==> config.mk <==
export PLATFORM = sky130hd
export DESIGN_NAME = mps_top
export DESIGN_NICKNAME = d
export VERILOG_FILES = /design/src/rtl/mps_pkg.sv /design/src/rtl/mps_phase.sv /design/src/rtl/mps_balance.sv /design/src/rtl/mps_top.sv
export VERILOG_INCLUDE_DIRS = /design/src /design/src/rtl
export SDC_FILE = /design/constraint.sdc
export NUM_CORES = 1
export LEC_CHECK = 0
export ABC_AREA = 1
export BUFFER_PORTS_ARGS = -buffer_cell sky130_fd_sc_hd__clkbuf_2
export CAP_MARGIN = 20
export CORE_MARGIN = 4
export CORE_UTILIZATION = 50
export CTS_CLUSTER_SIZE = 10
export DETAILED_ROUTE_END_ITERATION = 8
export GPL_ROUTABILITY_DRIVEN = 0
export PLACE_DENSITY_LB_ADDON = 0.2
export RECOVER_POWER = 50
export SLEW_MARGIN = 20
export SYNTH_ARGS = -nofsm -noshare
export SYNTH_HDL_FRONTEND = slang
export SYNTH_SLANG_ARGS = --single-unit
==> constraint.sdc <==
create_clock -name mclk_i -period 12.7 [get_ports mclk_i]
set_clock_uncertainty 0.15 [all_clocks]
set_input_delay 1.905 -clock mclk_i [delete_from_list [all_inputs] [get_ports mclk_i]]
set_output_delay 1.905 -clock mclk_i [all_outputs]
set_load 0.02 [all_outputs]
==> src/rtl/mps_cfg.svh <==
/*
 * constants of the multiphase pwm sequencer: widths, counts, reset values.
 * assumes it is included by bare name from rtl/ and by nothing else.
 */
`ifndef MPS_CFG_SVH
`define MPS_CFG_SVH

// ************************************************************
// widths
// ************************************************************
`define MPS_NCH 3
`define MPS_CUR_W 12
`define MPS_CORR_W 14
`define MPS_CNT_W 19
`define MPS_SIXTH_W 16

// ************************************************************
// timing counts, in block clocks (100 mhz, 10 ns)
// ************************************************************
`define MPS_CLK_PERIOD_NS 10
`define MPS_SIXTHS 19'h6
`define MPS_POS2_3PH 19'h2
`define MPS_POS2_2PH 19'h3
`define MPS_POS3_3PH 19'h4
`define MPS_SIXTH_MIN 16'h1
`define MPS_STRAP_CYC 2'h3
`define MPS_FILT_SHIFT 2

// ************************************************************
// reset values
// ************************************************************
`define MPS_CNT_RST 19'h0
`define MPS_SIXTH_RST 16'h1
`define MPS_CUR_RST 12'h0
`define MPS_CORR_RST 16'h0

`endif

==> src/rtl/mps_pkg.sv <==
/*
 * types shared by the sequencer and its balance loop.
 * assumes mps_cfg.svh is reachable by bare name.
 */
`include "mps_cfg.svh"

package mps_pkg;

    // ************************************************************
    // types
    // ************************************************************
    // sequencer state: strap read, then running
    typedef enum logic [0:0] {
        ST_STRAP = 1'b0,
        ST_RUN = 1'b1
    } mps_state_e;

    // one current word per channel, channel 1 at index 0
    typedef struct packed {
        logic [`MPS_NCH-1:0][`MPS_CUR_W-1:0] ch;
    } mps_cur_s;

    // signed balance correction per channel
    typedef struct packed {
        logic [`MPS_NCH-1:0][`MPS_CORR_W-1:0] ch;
    } mps_corr_s;

endpackage

==> src/rtl/mps_phase.sv <==
/*
 * one phase channel: pulse output, forced off time, sample window, hold.
 * assumes term_i is a one-cycle pulse from the sequencer, and that
 * width_cmd_i is the modified error level expressed in block clocks.
 */
`include "mps_cfg.svh"

module mps_phase (
    input wire logic mclk_i,
    input wire logic rstn_i,
    input wire logic clk_en_i,
    input wire logic active_i,
    input wire logic term_i,
    input wire logic [`MPS_SIXTH_W-1:0] sixth_i,
    input wire logic [`MPS_CNT_W-1:0] period_i,
    input wire logic [`MPS_CNT_W-1:0] width_cmd_i,
    input wire logic [`MPS_CUR_W-1:0] sense_i,
    output logic pulse_o,
    output logic window_o,
    output logic [`MPS_CUR_W-1:0] held_o,
    output logic held_upd_o
);
    logic [`MPS_CNT_W-1:0] elapsed_q, elapsed_d; // clocks since fall
    logic [`MPS_CNT_W-1:0] sixth_w, third_w;
    logic pulse_q, pulse_d, window_q, window_d, upd_q, upd_d;
    logic [`MPS_CUR_W-1:0] held_q, held_d;

    assign sixth_w = `MPS_CNT_W'(sixth_i);
    assign third_w = sixth_w + sixth_w;

    // ************************************************************
    // next state of the channel
    // ************************************************************
    always_comb
    begin
        elapsed_d = elapsed_q;
        pulse_d = pulse_q;
        held_d = held_q;
        upd_d = 1'b0;
        if (!active_i)
        begin
            // idle channel: parked low, nothing held
            elapsed_d = `MPS_CNT_RST;
            pulse_d = 1'b0;
            held_d = `MPS_CUR_RST;
        end
        else if (term_i)
        begin
            // termination always wins over a rise
            elapsed_d = `MPS_CNT_RST;
            pulse_d = 1'b0;
        end
        else
        begin
            if (elapsed_q < period_i)
                elapsed_d = elapsed_q + `MPS_CNT_W'(1);
            // rise only after the off third, once the ramp is crossed
            if (elapsed_q >= third_w && (period_i - elapsed_q) <= width_cmd_i)
                pulse_d = 1'b1;
            // last window cycle: capture and hold for a whole period
            if (elapsed_q == third_w - `MPS_CNT_W'(1))
            begin
                held_d = sense_i;
                upd_d = 1'b1;
            end
        end
        // window spans the second sixth after the fall
        window_d = active_i && !term_i && elapsed_d >= sixth_w && elapsed_d < third_w;
    end

    // registers, frozen while the clock enable is low
    always_ff @(posedge mclk_i or negedge rstn_i)
    begin
        if (!rstn_i)
        begin
            elapsed_q <= `MPS_CNT_RST;
            pulse_q <= 1'b0;
            window_q <= 1'b0;
            held_q <= `MPS_CUR_RST;
            upd_q <= 1'b0;
        end
        else if (clk_en_i)
        begin
            elapsed_q <= elapsed_d;
            pulse_q <= pulse_d;
            window_q <= window_d;
            held_q <= held_d;
            upd_q <= upd_d;
        end
    end

    assign pulse_o = pulse_q;
    assign window_o = window_q;
    assign held_o = held_q;
    assign held_upd_o = upd_q;
endmodule

==> src/rtl/mps_balance.sv <==
/*
 * cycle average of the held channel currents and filtered balance errors.
 * assumes upd_i pulses once per switching cycle and samples are unsigned.
 */
`include "mps_cfg.svh"

module mps_balance (
    input wire logic mclk_i,
    input wire logic rstn_i,
    input wire logic clk_en_i,
    input wire logic upd_i,
    input wire logic two_phase_i,
    input wire mps_pkg::mps_cur_s held_i,
    output logic [`MPS_CUR_W-1:0] avg_o,
    output mps_pkg::mps_corr_s corr_o
);
    logic [`MPS_CUR_W+1:0] sum_w; // sum of active samples
    logic [`MPS_CUR_W-1:0] avg_q, avg_d;
    logic signed [15:0] acc_q [`MPS_NCH];
    logic signed [15:0] acc_d [`MPS_NCH];
    logic signed [15:0] err_w [`MPS_NCH];

    // ************************************************************
    // average and error filter
    // ************************************************************
    always_comb
    begin
        sum_w = (`MPS_CUR_W+2)'(held_i.ch[0]) + (`MPS_CUR_W+2)'(held_i.ch[1]);
        if (!two_phase_i)
            sum_w = sum_w + (`MPS_CUR_W+2)'(held_i.ch[2]);
        // floor divide by the active count
        if (two_phase_i)
            avg_d = `MPS_CUR_W'(sum_w >> 1);
        else
            avg_d = `MPS_CUR_W'(sum_w / (`MPS_CUR_W+2)'(3));
        if (!upd_i)
            avg_d = avg_q;
        for (int c = 0; c < `MPS_NCH; c++)
        begin
            // channel above average gets a positive error
            err_w[c] = $signed(16'(held_i.ch[c])) - $signed(16'(avg_q));
            acc_d[c] = acc_q[c];
            if (upd_i)
                acc_d[c] = acc_q[c] + ((err_w[c] - acc_q[c]) >>> `MPS_FILT_SHIFT);
            if (two_phase_i && c == `MPS_NCH - 1)
                acc_d[c] = `MPS_CORR_RST;
        end
    end

    always_ff @(posedge mclk_i or negedge rstn_i)
    begin
        if (!rstn_i)
        begin
            avg_q <= `MPS_CUR_RST;
            for (int c = 0; c < `MPS_NCH; c++)
                acc_q[c] <= `MPS_CORR_RST;
        end
        else if (clk_en_i)
        begin
            avg_q <= avg_d;
            for (int c = 0; c < `MPS_NCH; c++)
                acc_q[c] <= acc_d[c];
        end
    end

    assign avg_o = avg_q;
    always_comb
    begin
        for (int c = 0; c < `MPS_NCH; c++)
            corr_o.ch[c] = `MPS_CORR_W'(acc_q[c]);
    end
endmodule

==> src/rtl/mps_top.sv <==
/*
 * multiphase pwm sequencer: interleaved phase terminations, forced off
 * time, current sample windows, cycle average and channel balance.
 * assumes: a 100 mhz clock; error level and current samples come from
 * converters clocked by mclk_i; the phase-3 pin is a two-way pin and
 * the board either ties it to the supply or wires it to a driver.
 */
// Notes on behaviour
// - three channels run unless two selected
// - phase-1 fall starts each cycle
// - three-phase: terminations spaced one third apart
// - phase-3 pin tied high selects two-phase, half spacing
// - fallen output stays low one third cycle
// - after off time, rise on ramp crossing
// - high output stays high until termination
// - sample window opens one sixth after fall
// - sample window lasts one sixth of period
// - held sample kept until next sample
// - held samples feed balance, average, overcurrent
// - phase-3 sense idle in two-phase mode
// - average is active sum over active count
// - filtered error trims each channel's width
`include "mps_cfg.svh"

module mps_top (
    input wire logic mclk_i,
    input wire logic rstn_i,
    input wire logic clk_en_i,
    input wire logic [`MPS_SIXTH_W-1:0] sixth_len_i,
    input wire logic [`MPS_CUR_W-1:0] error_amp_level_i,
    input wire mps_pkg::mps_cur_s phase_current_sense_i,
    input wire logic [`MPS_CUR_W-1:0] oc_limit_i,
    input wire logic phase3_pulse_in_i,
    output logic phase1_pulse_out_o,
    output logic phase2_pulse_out_o,
    output logic phase3_pulse_out_o,
    output logic phase3_pulse_oe_n_o,
    output logic [`MPS_NCH-1:0] sample_window_o,
    output mps_pkg::mps_cur_s held_current_o,
    output logic [`MPS_CUR_W-1:0] cycle_avg_current_o,
    output logic overcurrent_o,
    output logic two_phase_o
);
    // ************************************************************
    // declarations
    // ************************************************************
    mps_pkg::mps_state_e state_q, state_d; // strap read or running
    logic [1:0] strap_cnt_q, strap_cnt_d; // settle time of the synchroniser
    logic tie_s1_q, tie_s2_q; // phase-3 pin synchroniser
    logic two_phase_q, two_phase_d; // latched channel count strap
    logic [`MPS_SIXTH_W-1:0] sixth_q, sixth_d; // one sixth of the period
    logic [`MPS_CNT_W-1:0] cnt_q, cnt_d; // position in the cycle
    logic [`MPS_CNT_W-1:0] sixth_w, period_w, pos2_w, pos3_w;
    logic run_w; // sequencer is running
    logic [`MPS_NCH-1:0] term_w; // one-cycle termination per channel
    logic [`MPS_NCH-1:0] active_w; // channel in use
    logic [`MPS_NCH-1:0] pulse_w; // registered phase outputs
    logic [`MPS_NCH-1:0] upd_w; // sample just captured
    logic [`MPS_CNT_W-1:0] cmd_w [`MPS_NCH]; // width command, clocks
    mps_pkg::mps_cur_s held_w; // held samples
    mps_pkg::mps_corr_s corr_w; // balance corrections
    logic [`MPS_CUR_W-1:0] avg_w; // cycle average current
    logic oc_q, oc_d; // overcurrent flag
    logic [`MPS_CNT_W-1:0] off1_q, off1_d; // low time of phase 1, for checks

    // ************************************************************
    // strap synchroniser
    // ************************************************************
    // the pin comes from the board, so two flops before any use;
    // only the second flop is read
    always_ff @(posedge mclk_i or negedge rstn_i)
    begin
        if (!rstn_i)
        begin
            tie_s1_q <= 1'b0;
            tie_s2_q <= 1'b0;
        end
        else if (clk_en_i)
        begin
            tie_s1_q <= phase3_pulse_in_i;
            tie_s2_q <= tie_s1_q;
        end
    end

    // ************************************************************
    // cycle timing
    // ************************************************************
    // the period is six sixths, so every interleave point is an edge
    assign sixth_w = `MPS_CNT_W'(sixth_q);
    assign period_w = sixth_w * `MPS_SIXTHS;
    assign run_w = (state_q == mps_pkg::ST_RUN);

    // phase-2 point is a half cycle in two-phase, a third otherwise
    assign pos2_w = two_phase_q ? sixth_w * `MPS_POS2_2PH
                                : sixth_w * `MPS_POS2_3PH;
    assign pos3_w = sixth_w * `MPS_POS3_3PH;

    // terminations: phase 1 at the wrap, the others at their points
    always_comb
    begin
        term_w[0] = run_w && cnt_q == `MPS_CNT_RST;
        term_w[1] = run_w && cnt_q == pos2_w;
        term_w[2] = run_w && !two_phase_q && cnt_q == pos3_w;
        // channel 3 only in three-phase operation
        active_w = {run_w && !two_phase_q, run_w, run_w};
    end

    // next state of the sequencer
    always_comb
    begin
        state_d = state_q;
        strap_cnt_d = strap_cnt_q;
        two_phase_d = two_phase_q;
        sixth_d = sixth_q;
        cnt_d = cnt_q;
        unique case (state_q)
            mps_pkg::ST_STRAP:
            begin
                // pin undriven here; wait for the synchroniser
                if (strap_cnt_q == `MPS_STRAP_CYC)
                begin
                    two_phase_d = tie_s2_q;
                    state_d = mps_pkg::ST_RUN;
                    cnt_d = `MPS_CNT_RST;
                    sixth_d = (sixth_len_i == '0) ? `MPS_SIXTH_MIN : sixth_len_i;
                end
                else
                    strap_cnt_d = strap_cnt_q + 2'h1;
            end
            mps_pkg::ST_RUN:
            begin
                // a new length is taken only at a cycle boundary, so a
                // change never splits a cycle between two lengths
                if (cnt_q == period_w - `MPS_CNT_W'(1))
                begin
                    cnt_d = `MPS_CNT_RST;
                    sixth_d = (sixth_len_i == '0) ? `MPS_SIXTH_MIN : sixth_len_i;
                end
                else
                    cnt_d = cnt_q + `MPS_CNT_W'(1);
            end
        endcase
    end

    always_ff @(posedge mclk_i or negedge rstn_i)
    begin
        if (!rstn_i)
        begin
            state_q <= mps_pkg::ST_STRAP;
            strap_cnt_q <= 2'h0;
            two_phase_q <= 1'b0;
            sixth_q <= `MPS_SIXTH_RST;
            cnt_q <= `MPS_CNT_RST;
        end
        else if (clk_en_i)
        begin
            state_q <= state_d;
            strap_cnt_q <= strap_cnt_d;
            two_phase_q <= two_phase_d;
            sixth_q <= sixth_d;
            cnt_q <= cnt_d;
        end
    end

    // ************************************************************
    // phase channels
    // ************************************************************
    // width command is the error level less the channel correction,
    // clamped at zero so an over-correction just skips the pulse
    for (genvar c = 0; c < `MPS_NCH; c++)
    begin : g_ch
        logic signed [`MPS_CORR_W+1:0] mod_w;
        assign mod_w = $signed({4'b0000, error_amp_level_i})
                     - $signed({{2{corr_w.ch[c][`MPS_CORR_W-1]}}, corr_w.ch[c]});
        assign cmd_w[c] = mod_w[`MPS_CORR_W+1] ? '0
                        : `MPS_CNT_W'(mod_w[`MPS_CORR_W:0]);

        mps_phase u_phase (
            .mclk_i(mclk_i),
            .rstn_i(rstn_i),
            .clk_en_i(clk_en_i),
            .active_i(active_w[c]),
            .term_i(term_w[c]),
            .sixth_i(sixth_q),
            .period_i(period_w),
            .width_cmd_i(cmd_w[c]),
            .sense_i(phase_current_sense_i.ch[c]),
            .pulse_o(pulse_w[c]),
            .window_o(sample_window_o[c]),
            .held_o(held_w.ch[c]),
            .held_upd_o(upd_w[c])
        );
    end

    // ************************************************************
    // balance and protection
    // ************************************************************
    // held samples feed the average, the balance loop and the
    // overcurrent compare
    mps_balance u_balance (
        .mclk_i(mclk_i),
        .rstn_i(rstn_i),
        .clk_en_i(clk_en_i),
        .upd_i(term_w[0]),
        .two_phase_i(two_phase_q),
        .held_i(held_w),
        .avg_o(avg_w),
        .corr_o(corr_w)
    );

    // overcurrent: any active held sample above the limit
    always_comb
    begin
        oc_d = 1'b0;
        for (int c = 0; c < `MPS_NCH; c++)
            if (active_w[c] && held_w.ch[c] > oc_limit_i)
                oc_d = 1'b1;
        // low time of phase 1, kept only for the checks below
        off1_d = pulse_w[0] ? `MPS_CNT_RST : off1_q + `MPS_CNT_W'(1);
        if (!run_w)
            off1_d = `MPS_CNT_RST;
    end

    always_ff @(posedge mclk_i or negedge rstn_i)
    begin
        if (!rstn_i)
        begin
            oc_q <= 1'b0;
            off1_q <= `MPS_CNT_RST;
        end
        else if (clk_en_i)
        begin
            oc_q <= oc_d;
            off1_q <= off1_d;
        end
    end

    // ************************************************************
    // outputs
    // ************************************************************
    assign phase1_pulse_out_o = pulse_w[0];
    assign phase2_pulse_out_o = pulse_w[1];
    assign phase3_pulse_out_o = pulse_w[2];
    // the pin is released while the strap is read and when tied high
    assign phase3_pulse_oe_n_o = !(run_w && !two_phase_q);
    assign held_current_o = held_w;
    assign cycle_avg_current_o = avg_w;
    assign overcurrent_o = oc_q;
    assign two_phase_o = two_phase_q;
endmodule

## Word-level counts from Yosys, hierarchy flattened

Cells that the tools add are included.

| cells by class | value |
|---|---|
| add/subtract/negate cells | 25 |
| $mul | 2 |
| divide/modulo/power cells | 1 |
| $lt $le $gt $ge | 18 |
| equality and inequality tests | 18 |
| mux-type cells | 47 |
| bitwise operators | 2 |
| reduce and logical (&&, ||, !) cells | 39 |

Operators with widths:

| kind | number |
|---|---|
| $mux 19 | 11 |
| $mux 12 | 10 |
| $lt 19x19->1 | 6 |
| $mux 16 | 5 |
| $add 19x1->19 const B | 4 |
| $eq 19x19->1 | 4 |
| $ge 19x16->1 | 3 |
| $ge 19x19->1 | 3 |
| $le 19x15->1 | 3 |
| $sub 19x19->19 | 3 |
| $add 16x14->16 | 3 |
| $sub 13x16->16 | 3 |
| $mux 15 | 3 |
| $sub 13x14->15 | 3 |
| $sub 12x12->13 | 3 |
| $eq 19x18->1 | 2 |
| $pmux 19 s2 | 1 |
| $sub 19x1->19 const B | 2 |
| $gt 12x12->1 | 3 |
| $mul 16x2->18 const B | 2 |
| $pmux 16 s2 | 1 |
| $logic_and 1x1->1 | 19 |
| $logic_not 19->1 | 1 |
| $mux 18 | 1 |
| 18 further kinds | 53 |

| storage, ports and cells | value |
|---|---|
| bits in registers | 201 |
| input bits | 80 |
| output and inout bits | 57 |
| logic and storage cells | 176 |

## Longest topological paths before layout

Gate-level depths: netlist of the first run.

| depth | value |
|---|---|
| word-level depth | 9 |
| gate-level depth with buffers | 63 |
| mapped depth without buffers | 63 |

## Hierarchy

A second synthesis of the first run with hierarchy kept.

| second synthesis, totals | value |
|---|---|
| cells, all modules | 5066 |
| area, all modules | 32527.4 µm² |

By module, submodules not included:

| module | instances | cells an instance | area each (µm²) | seq. area each (µm²) |
|---|---|---|---|---|
| mps_phase at g_ch[1].u_phase ... | 2 | 834 | 5320.1 | 850.8 |
| mps_balance | 1 | 1314 | 9048.7 | 1501.4 |
| mps_top | 1 | 1225 | 7345.8 | 1052.3 |
| mps_phase at g_ch[0].u_phase | 1 | 859 | 5492.8 | 850.8 |

## Worst setup path after synthesis of the first run

OpenSTA, ideal clock, no wires.

| timing | value |
|---|---|
| path kind | register to register |
| start | register sixth_q[2] |
| end | register g_ch[2].u_phase.window_q |
| setup time | 0.083 ns |
| arrival time | 6.606 ns |
| required time | 12.467 ns |
| setup slack | 5.861 ns |
| cell stages (with the launch flop) | 46 |
| buffers on the path | 1 |
| clock period less this slack | 6.839 ns |
| path through | dfrtp_1 inv_1 ha_1 a21oi_1 o21bai_1 a21oi_1 o21bai_1 a21oi_1 o21bai_1 a21oi_1 o21bai_1 nand2_1 inv_1 nor2_1 o21bai_1 xor2_1 ha_1 a21oi_1 [... 10 more ...] ha_1 a21oi_1 nand2_1 a21oi_1 o21bai_1 a21oi_1 o21bai_1 a21oi_1 o21bai_1 a21oi_1 nor2_1 o21ai_0 inv_1 o2111ai_1 a21oi_1 a2111oi_0 nand3_1 o21ai_0 |

| on the way | value |
|---|---|
| word-level cells in the longest chain between the ends | 8 |
| elaborated cells on any way between the ends | 14 |
| those cells by class | add/sub (1); mul (1); order compare (3); eq/ne (1); mux (3); reduce/logical (5) |

RTL lines:

| item | line | RTL |
|---|---|---|
| start: declaration | mps_top.sv:51 | `` logic [`MPS_SIXTH_W-1:0] sixth_q, sixth_d; `` |
| start signal: assignment | mps_top.sv:152 | `` sixth_q <= `MPS_SIXTH_RST; `` |
| start signal: assignment | mps_top.sv:160 | `sixth_q <= sixth_d;` |
| $mul 16x2->18 (no line) | - |  |
| $lt 19x19->1 | mps_phase.sv:55 | `if (elapsed_q < period_i)` |
| $mux 19 | mps_phase.sv:55 |  |
| $mux 19 * | mps_phase.sv:47 | `else if (term_i)` |
| $mux 19 * | mps_phase.sv:40 | `if (!active_i)` |
| named net g_ch[2].u_phase.elapsed_d[2] | mps_phase.sv:23 | `` logic [`MPS_CNT_W-1:0] elapsed_q, elapsed_d; `` |
| $ge 19x16->1 | mps_phase.sv:68 | `window_d = active_i && !term_i && elapsed_d >= sixth_w && elapsed_d < third_w;` |
| $logic_and 1x1->1 | mps_phase.sv:68 |  |
| $logic_and 1x1->1 * | mps_phase.sv:68 |  |
| end signal: assignment | mps_phase.sv:86 | `window_q <= window_d;` |
| end: declaration | mps_phase.sv:25 | `logic pulse_q, pulse_d, window_q, window_d, upd_q, upd_d;` |

Mark *: on every way through the listed nets, which the timed path passes. The rest lies on a longest branch.
A chain may end at the register's enable or synchronous reset.

==> results of run 1 <==
layout by cell type (no fill, tap or decap), drive strengths merged, types with 8 or more instances in the layout:
cell type and instances:
o211ai 20, a21o 17, buf 23, o21ai 291, nor3b 9, o22ai 19
o31ai 9, fa 15, nand3b 21, o21bai 65, or2 30, a211oi 9
a21oi 313, nand3 204, ha 508, nor4 37, nand2 693, a2111oi 9
clkinv 12, xnor2 51, nor3 70, o21a 8, xor2 223, a31oi 11
nor2 293, dfrtp 200, nand4 47, inv 584, clkbuf 178
kinds of logic after synthesis:
group                      share of synthesized area [%]
muxes                                            0.04118
adders and majority gates                          24.34
AOI/OAI and AO/OA                                  16.68
buffers and inverters                              9.056
DFF                                                18.40
xor gates and xnor gates                           8.777
and+or+nand+nor                                    22.70
sequential cells by signal, indices dropped and copies added (netlist names), 2 cells and up:
| register | cells |
|---|---|
| cnt_q | 19 |
| g_ch.u_phase.elapsed_q | 57 |
| g_ch.u_phase.pulse_o | 3 |
| u_balance.acc_q | 6 |
| strap_cnt_q | 2 |
| g_ch.u_phase.window_o | 3 |
| g_ch.u_phase.held_o | 36 |
| u_balance.corr_o | 42 |
| u_balance.avg_o | 12 |
| sixth_q | 16 |
power breakdown:
part	internal, uW	switching (uW)	leakage (uW)	total (uW)
Clock	493	344	0.000463	837
Sequential	710	118	0.00240	828
Combinational	747	1230	0.0127	1980
Total	1950	1700	0.0156	3640
worst paths after layout:
check | to | from | slack, ns | cells past startpoint
worst max-delay path | u_balance.corr_o[12] | rstn_i | 3.42 | 2
worst min-delay path | tie_s1_q | tie_s1_q | 0.33 | 2
worst max register to register | g_ch[2].u_phase.window_o | sixth_q[2] | 4.34 | 45
worst min register to register | tie_s1_q | tie_s1_q | 0.33 | 2
max in group mclk_i | g_ch[2].u_phase.window_o | sixth_q[2] | 4.34 | 45
min in group asynchronous | strap_cnt_q[0] | rstn_i | 3.38 | 1
per-layer routing:
metal | up-vias | track usage [%] | routed length (um) | share of wire (%)
met4 | 2 | 8.878 | 3228 | 3.6
met2 | 1032 | 46.76 | 38460 | 43
met1 | 12120 | 41.38 | 39630 | 44
met3 | 200 | 6.015 | 8261 | 9.2
li1 | 13270 | - | - | -
met5 | - | 0 | 13 | 0.015
cell type report:
| class | instances | area share (%) |
|---|---|---|
| Tap cell | 696 | 2.926 |
| Inverter | 589 | 7.428 |
| Multi-Input combinational cell | 3014 | 66.74 |
| Clock buffer | 37 | 2.636 |
| Clock inverter | 11 | 0.5297 |
| Sequential cell | 201 | 16.91 |
| Timing Repair Buffer | 164 | 2.838 |
stage by stage:
step           worst slack (ns)  hold slack [ns]  instances  instance area (um2)
6_report                  3.421           0.3298       4712                29760
3_3_place_gp              4.884           0.3107       4664                28870
4_1_cts                   4.542           0.3339       4712                29820
3_5_place_dp              4.617           0.3193       4664                28880
5_1_grt                   1.804           0.3685       4712                29760
2_1_floorplan             5.861           0.2922       3870                27340
==> summary.md, run 1 <==
| Metric | Value |
|---|---|
| Nets | 4,601 |
| Critical path class | in -> async |
| Worst path most repeated cell | clkbuf_1 |
| Via count | 26,620 |
| Critical Path AT | 8.98 ns |
| CTS resizes | 0 |
| Vias in the first global route | 24,680 |
| Top delay family on crit path | buffers and inverters |
| Overall Global Routing Usage | ~30% |
| Post-synth EDFFs | 0 |
| CTS tree | yes |
| Area of the multi-input gates | 0.01986 mm2 |
| Core Util, Final | 55.09% |
| CP endpoint kind | async pin |
| Dpl hpwl | 71,940 um |
| # IOs | 137 |
| Gate Count Post-Synth | 3,870 |
| Worst slew margin relative to its limit | -300.6% |
| Slowest-stage cell, CP | clkbuf_1 |
| Core footprint | 0.05403 mm2 |
| Final setup vio count | 0 |
| Post-Syn Area | ~0.027 mm2 |
| #FFs+latches synth | roughly 200 |
| Top cell type's share of synthesized area | a little under a quarter |
| Chip height | 241.9 um |
| Ys async rst share | 100.0% |
| Die width | 241.9 um |
| Post-DR vias/cell | between 5 and 6 |
| Startpoint Class | input port |
| Number of diodes | 0 |
| Pre-Repair DR Iteration Count | 6 |
| RSZ-0062 raised after global routing | no |
| Total global routing overflow | 0 |
| Clk buf depth | 3 |
| Ys Warns | 0 |
| Worst path cell trace | clkbuf_1, clkbuf_1 |
| H-tree levels | 1 |
| Most common cell in the netlist | nand2_1 |
| Violated checks | max-capacitance violations, max-slew violations |
| Worst-path clk slew | 0.06 ns |
| Tcrit/Tclk final | 73.07% |
| Fmax | 107.8 MHz |
| Area leader, netlist | ha_1 |
| Yosys cell types | 64 |
| Root buf cell | clkbuf_16 |
| Total chip power | between 3000 and 4000 uW |
| IO buf count | ~140 |
| Share of layout cells above drive strength 1 | 6.673% |
| Initial antenna violation count | 1 |
| Sequential fraction of the synthesis area | 18.40% |
| Area growth syn-to-layout | 8.854% |
| Wire per inst | about 19 um |
| TritonCTS Sinks | 201 |
| Buffers and inverters on the worst path | 2 |
| Die area | 0.05849 mm2 |
| TNS Setup | 0 ns |
| Routed Antenna Nets | 0 |
| Drt total wl | 89,600 um |
| DRC | 0 |
| Leakage power | 0.01558 uW |
| Maximum vdd ir drop | between 0.1 and 0.15 mV |
| Max-slew violations | 412 |
| Max FO, Critical Path | about 110 |
| Status | finished with violations |
| Largest net degree at the start of global routing | 106 |
| Hold buffers post-CTS | 0 |
| Synth Area per Inst | 7.065 um2 |
| Hold Path Class | reg -> reg |
| Num CTS Buffers | 28 |
| PD cells | 122.5 mW/mm2 |
| Starting Density | 50.61% |
| Synth Flop Type | dfrtp_1 |
| Max incr delay on CP | just over 4 ns |
| Critical Path RT | roughly 12 ns |
| Rows | 85 |
| Initial DRC count | 2,554 |
| Max-cap violations | 7 |
| Least-Margin Pin Slew | 6.009 ns |
| # fillers | about 5,300 |
| Reg area | 0.005032 mm2 |
| Ranking of synthesized cells by area | ha_1, dfrtp_1, nand2_1 |
| Syn Nets | 4,473 |
| Postcts setup bufs | 0 |
| First-pass GRT wire length | 139,300 um |
| Endpoints failing hold | 0 |
| Skew-Pair Late Insertion Delay | 0.61 ns |
| Commonest cells post-synth | nand2_1, inv_1, ha_1 |
| Min Tclk post-route | 9.279 ns |
(Power assumes the default switching activity.)
==> run 2, diff against run 1 <==
ABC_AREA = 0   (was 1)
clock period = 9.65 ns   (was 12.7 ns; I/O delays follow)
==> summary.md, run 2 <==
| Metric | Value |
|---|---|
| Die width | 246.9 um |
| Final setup vio count | 0 |
| Global routing usage on met3 | 5.411% |
| Crit path capture | u_balance.avg_o[1] |
| Sequential fraction of the synthesis area | around 18% |
| Worst r2r dst | u_balance.avg_o[1] |
| Endpoints failing hold | 0 |
| Hold Path Class | reg -> reg |
| Total global routing overflow | 0 |
| Area of the multi-input gates | 0.02200 mm2 |
| CP endpoint kind | flop |
| Fmax | 113.9 MHz |
| H-tree levels | 1 |
| RSZ-0062 raised after global routing | no |
| Status | finished with violations |
| #FFs+latches synth | 201 |
| TNS Setup | 0 ns |
| Reg area | 0.005032 mm2 |
| Vias in the first global route | 24,610 |
| Worst path most repeated cell | ha_1 |
| Nets | 4,283 |
| Commonest non-fill, non-tap cells in the layout | ha_1, nor2_1, inv_1 |
| Worst-path clk slew | 0.06 ns |
| Max reg flops | 57 |
| Dpl hpwl | 70,300 um |
| Core footprint | around 0.056 mm2 |
| Share of layout cells above drive strength 1 | 7.166% |
| Initial antenna violation count | 2 |
| Starting Density | 50.51% |
| Post-DR vias/cell | 5.935 |
| Commonest cells post-synth | ha_1, nor2_1, inv_1 |
| Die area | 0.06095 mm2 |
| Postcts setup bufs | 0 |
| Max incr delay on CP | 0.81 ns |
| # IOs | between 100 and 150 |
| IO buf count | 136 |
| Commonest non-fill, non-tap cell in the layout | ha_1 |
| Ys Warns | 0 |
| Wire per inst | about 20 um |
| R2R depth | 31 |
| Routed Antenna Nets | 0 |
| Least-Margin Pin Slew | 4.319 ns |
| Drt total wl | 88,760 um |
| Num CTS Buffers | 28 |
| Max-slew violations | 245 |
| Overall Global Routing Usage | 28.50% |
| Top cell type's share of synthesized area | between 20 and 25% |
| Max-cap violations | 4 |
| Synth Flop Type | dfrtp_1 |
| Max FO, Critical Path | 14 |
| Chip height | about 250 um |
| Slowest-stage cell, CP | mux2i_1 |
| Top reg by flops | g_ch.u_phase.elapsed_q |
| TritonCTS Sinks | 201 |
| Beginning of the critical path | g_ch[1].u_phase.held_o[1] |
| # fillers | between 5,000 and 6,000 |
| Ys async rst share | 100.0% |
| Critical Path AT | 9.04 ns |
| Post-synth EDFFs | 0 |
| Gr busiest metal | met2 |
| Syn Nets | 4,178 |
| Clk buf depth | 3 |
| Via count | ~26,000 |
| Initial DRC count | 2,299 |
| Most common cell in the netlist | ha_1 |
| Area leader, netlist | ha_1 |
| Root buf cell | clkbuf_16 |
| Gate Count Post-Synth | 3,575 |
| Violated checks | max-capacitance violations, max-slew violations |
| Post-Syn Area | 0.02853 mm2 |
| Tcrit/Tclk final | 91.01% |
| Critical Path RT | 9.91 ns |
| FF-to-FF Start | g_ch[1].u_phase.held_o[1] |
| Number of diodes | 0 |
| Met2 Track Usage GR | 42.80% |
| GRT met1 Usage | roughly two fifths |
| Pre-Repair DR Iteration Count | 8 |
| First-pass GRT wire length | roughly 140,000 um |
| DRC | 0 |
| Reg2reg setup slack | 0.87 ns |
| CTS tree | yes |
| Startpoint Class | flop |
| Min Tclk post-route | 8.782 ns |
| Yosys cell types | 88 |
| Ranking of synthesized cells by area | ha_1, dfrtp_1, xnor2_1 |
| Skew-Pair Late Insertion Delay | 0.58 ns |
| Area growth syn-to-layout | 8.445% |
| Largest net degree at the start of global routing | 87 |
| Synth Area per Inst | 7.982 um2 |
| Critical path class | reg -> reg |
| Worst slew margin relative to its limit | -187.9% |
| Rows | 87 |
-- run 2: worst min path at each step --
stage / from / cells past startpoint / slack, ns / end
global route: tie_s2_q / 2 / 0.36 / two_phase_o
detailed placement: g_ch[0].u_phase.window_o / 2 / 0.32 / g_ch[0].u_phase.window_o
finish: strap_cnt_q[0] / 1 / 0.34 / strap_cnt_q[0]
global placement: g_ch[0].u_phase.window_o / 2 / 0.31 / g_ch[0].u_phase.window_o
floorplan: tie_s2_q / 2 / 0.30 / two_phase_o
CTS: strap_cnt_q[0] / 1 / 0.34 / strap_cnt_q[0]
-- run 2: cell families after synthesis --
group | count (synthesis) | share of synthesized area (%)
XOR/XNOR | 368 | 11.30
AND/OR/NAND/NOR | 1052 | 17.69
buffers and inverters | 393 | 5.336
adder cells (fa/ha/maj) | 523 | 23.33
multiplexers | 54 | 2.074
AO/OA/AOI/OAI | 984 | 22.65
flip-flops | 201 | 17.63
-- run 2: through the flow --
stage / instances / util [%] / cell area [um2] / worst slack (ns) / hold WS (ns)
floorplan: 3575 / - / 28530 / 1.749 / 0.2960
global placement: 4406 / 53.29 / 30110 / 0.9330 / 0.3127
detailed placement: 4406 / 53.29 / 30110 / 0.8997 / 0.3190
CTS: 4454 / 54.85 / 30990 / 0.8540 / 0.3371
global route: 4454 / 54.77 / 30940 / 0.1909 / 0.3596
finish: 4454 / 54.77 / 30940 / 0.8677 / 0.3399
-- run 2: layout make-up --
cell class,instances,share of cell area (%)
multi-input combinational,2981,71.09
sequential,201,16.26
timing repair buffer,190,3.380
inverter,278,3.372
tap,756,3.057
clock buffer,42,2.665
clock inverter,6,0.1779
-- run 2: worst max-delay path: cells and delay by family (launching register included) --
family | cells | cell delay (ns)
fa+ha+maj | 4 | 1.27
compound gates | 16 | 4.00
buf+inv | 2 | 0.16
flops | 1 | 0.61
xor+xnor | 2 | 0.39
mux | 1 | 0.81
simple gates | 6 | 1.22
-- run 2: metal layers --
metal	vias to the layer above	wire, um
met4	4	3322
met2	890	37050
met1	12320	41200
met3	173	7168
li1	13040	-
met5	-	23
-- run 2: timing repair --
item                       4_1_cts  5_1_grt
resized for setup                0        1
setup endpoints to repair        0        1
hold buffers                     0        0
Power of run 2 is left out: the tool's default activity adds up to more than one toggle a clock period on the data nets, which glitch-free logic cannot reach.
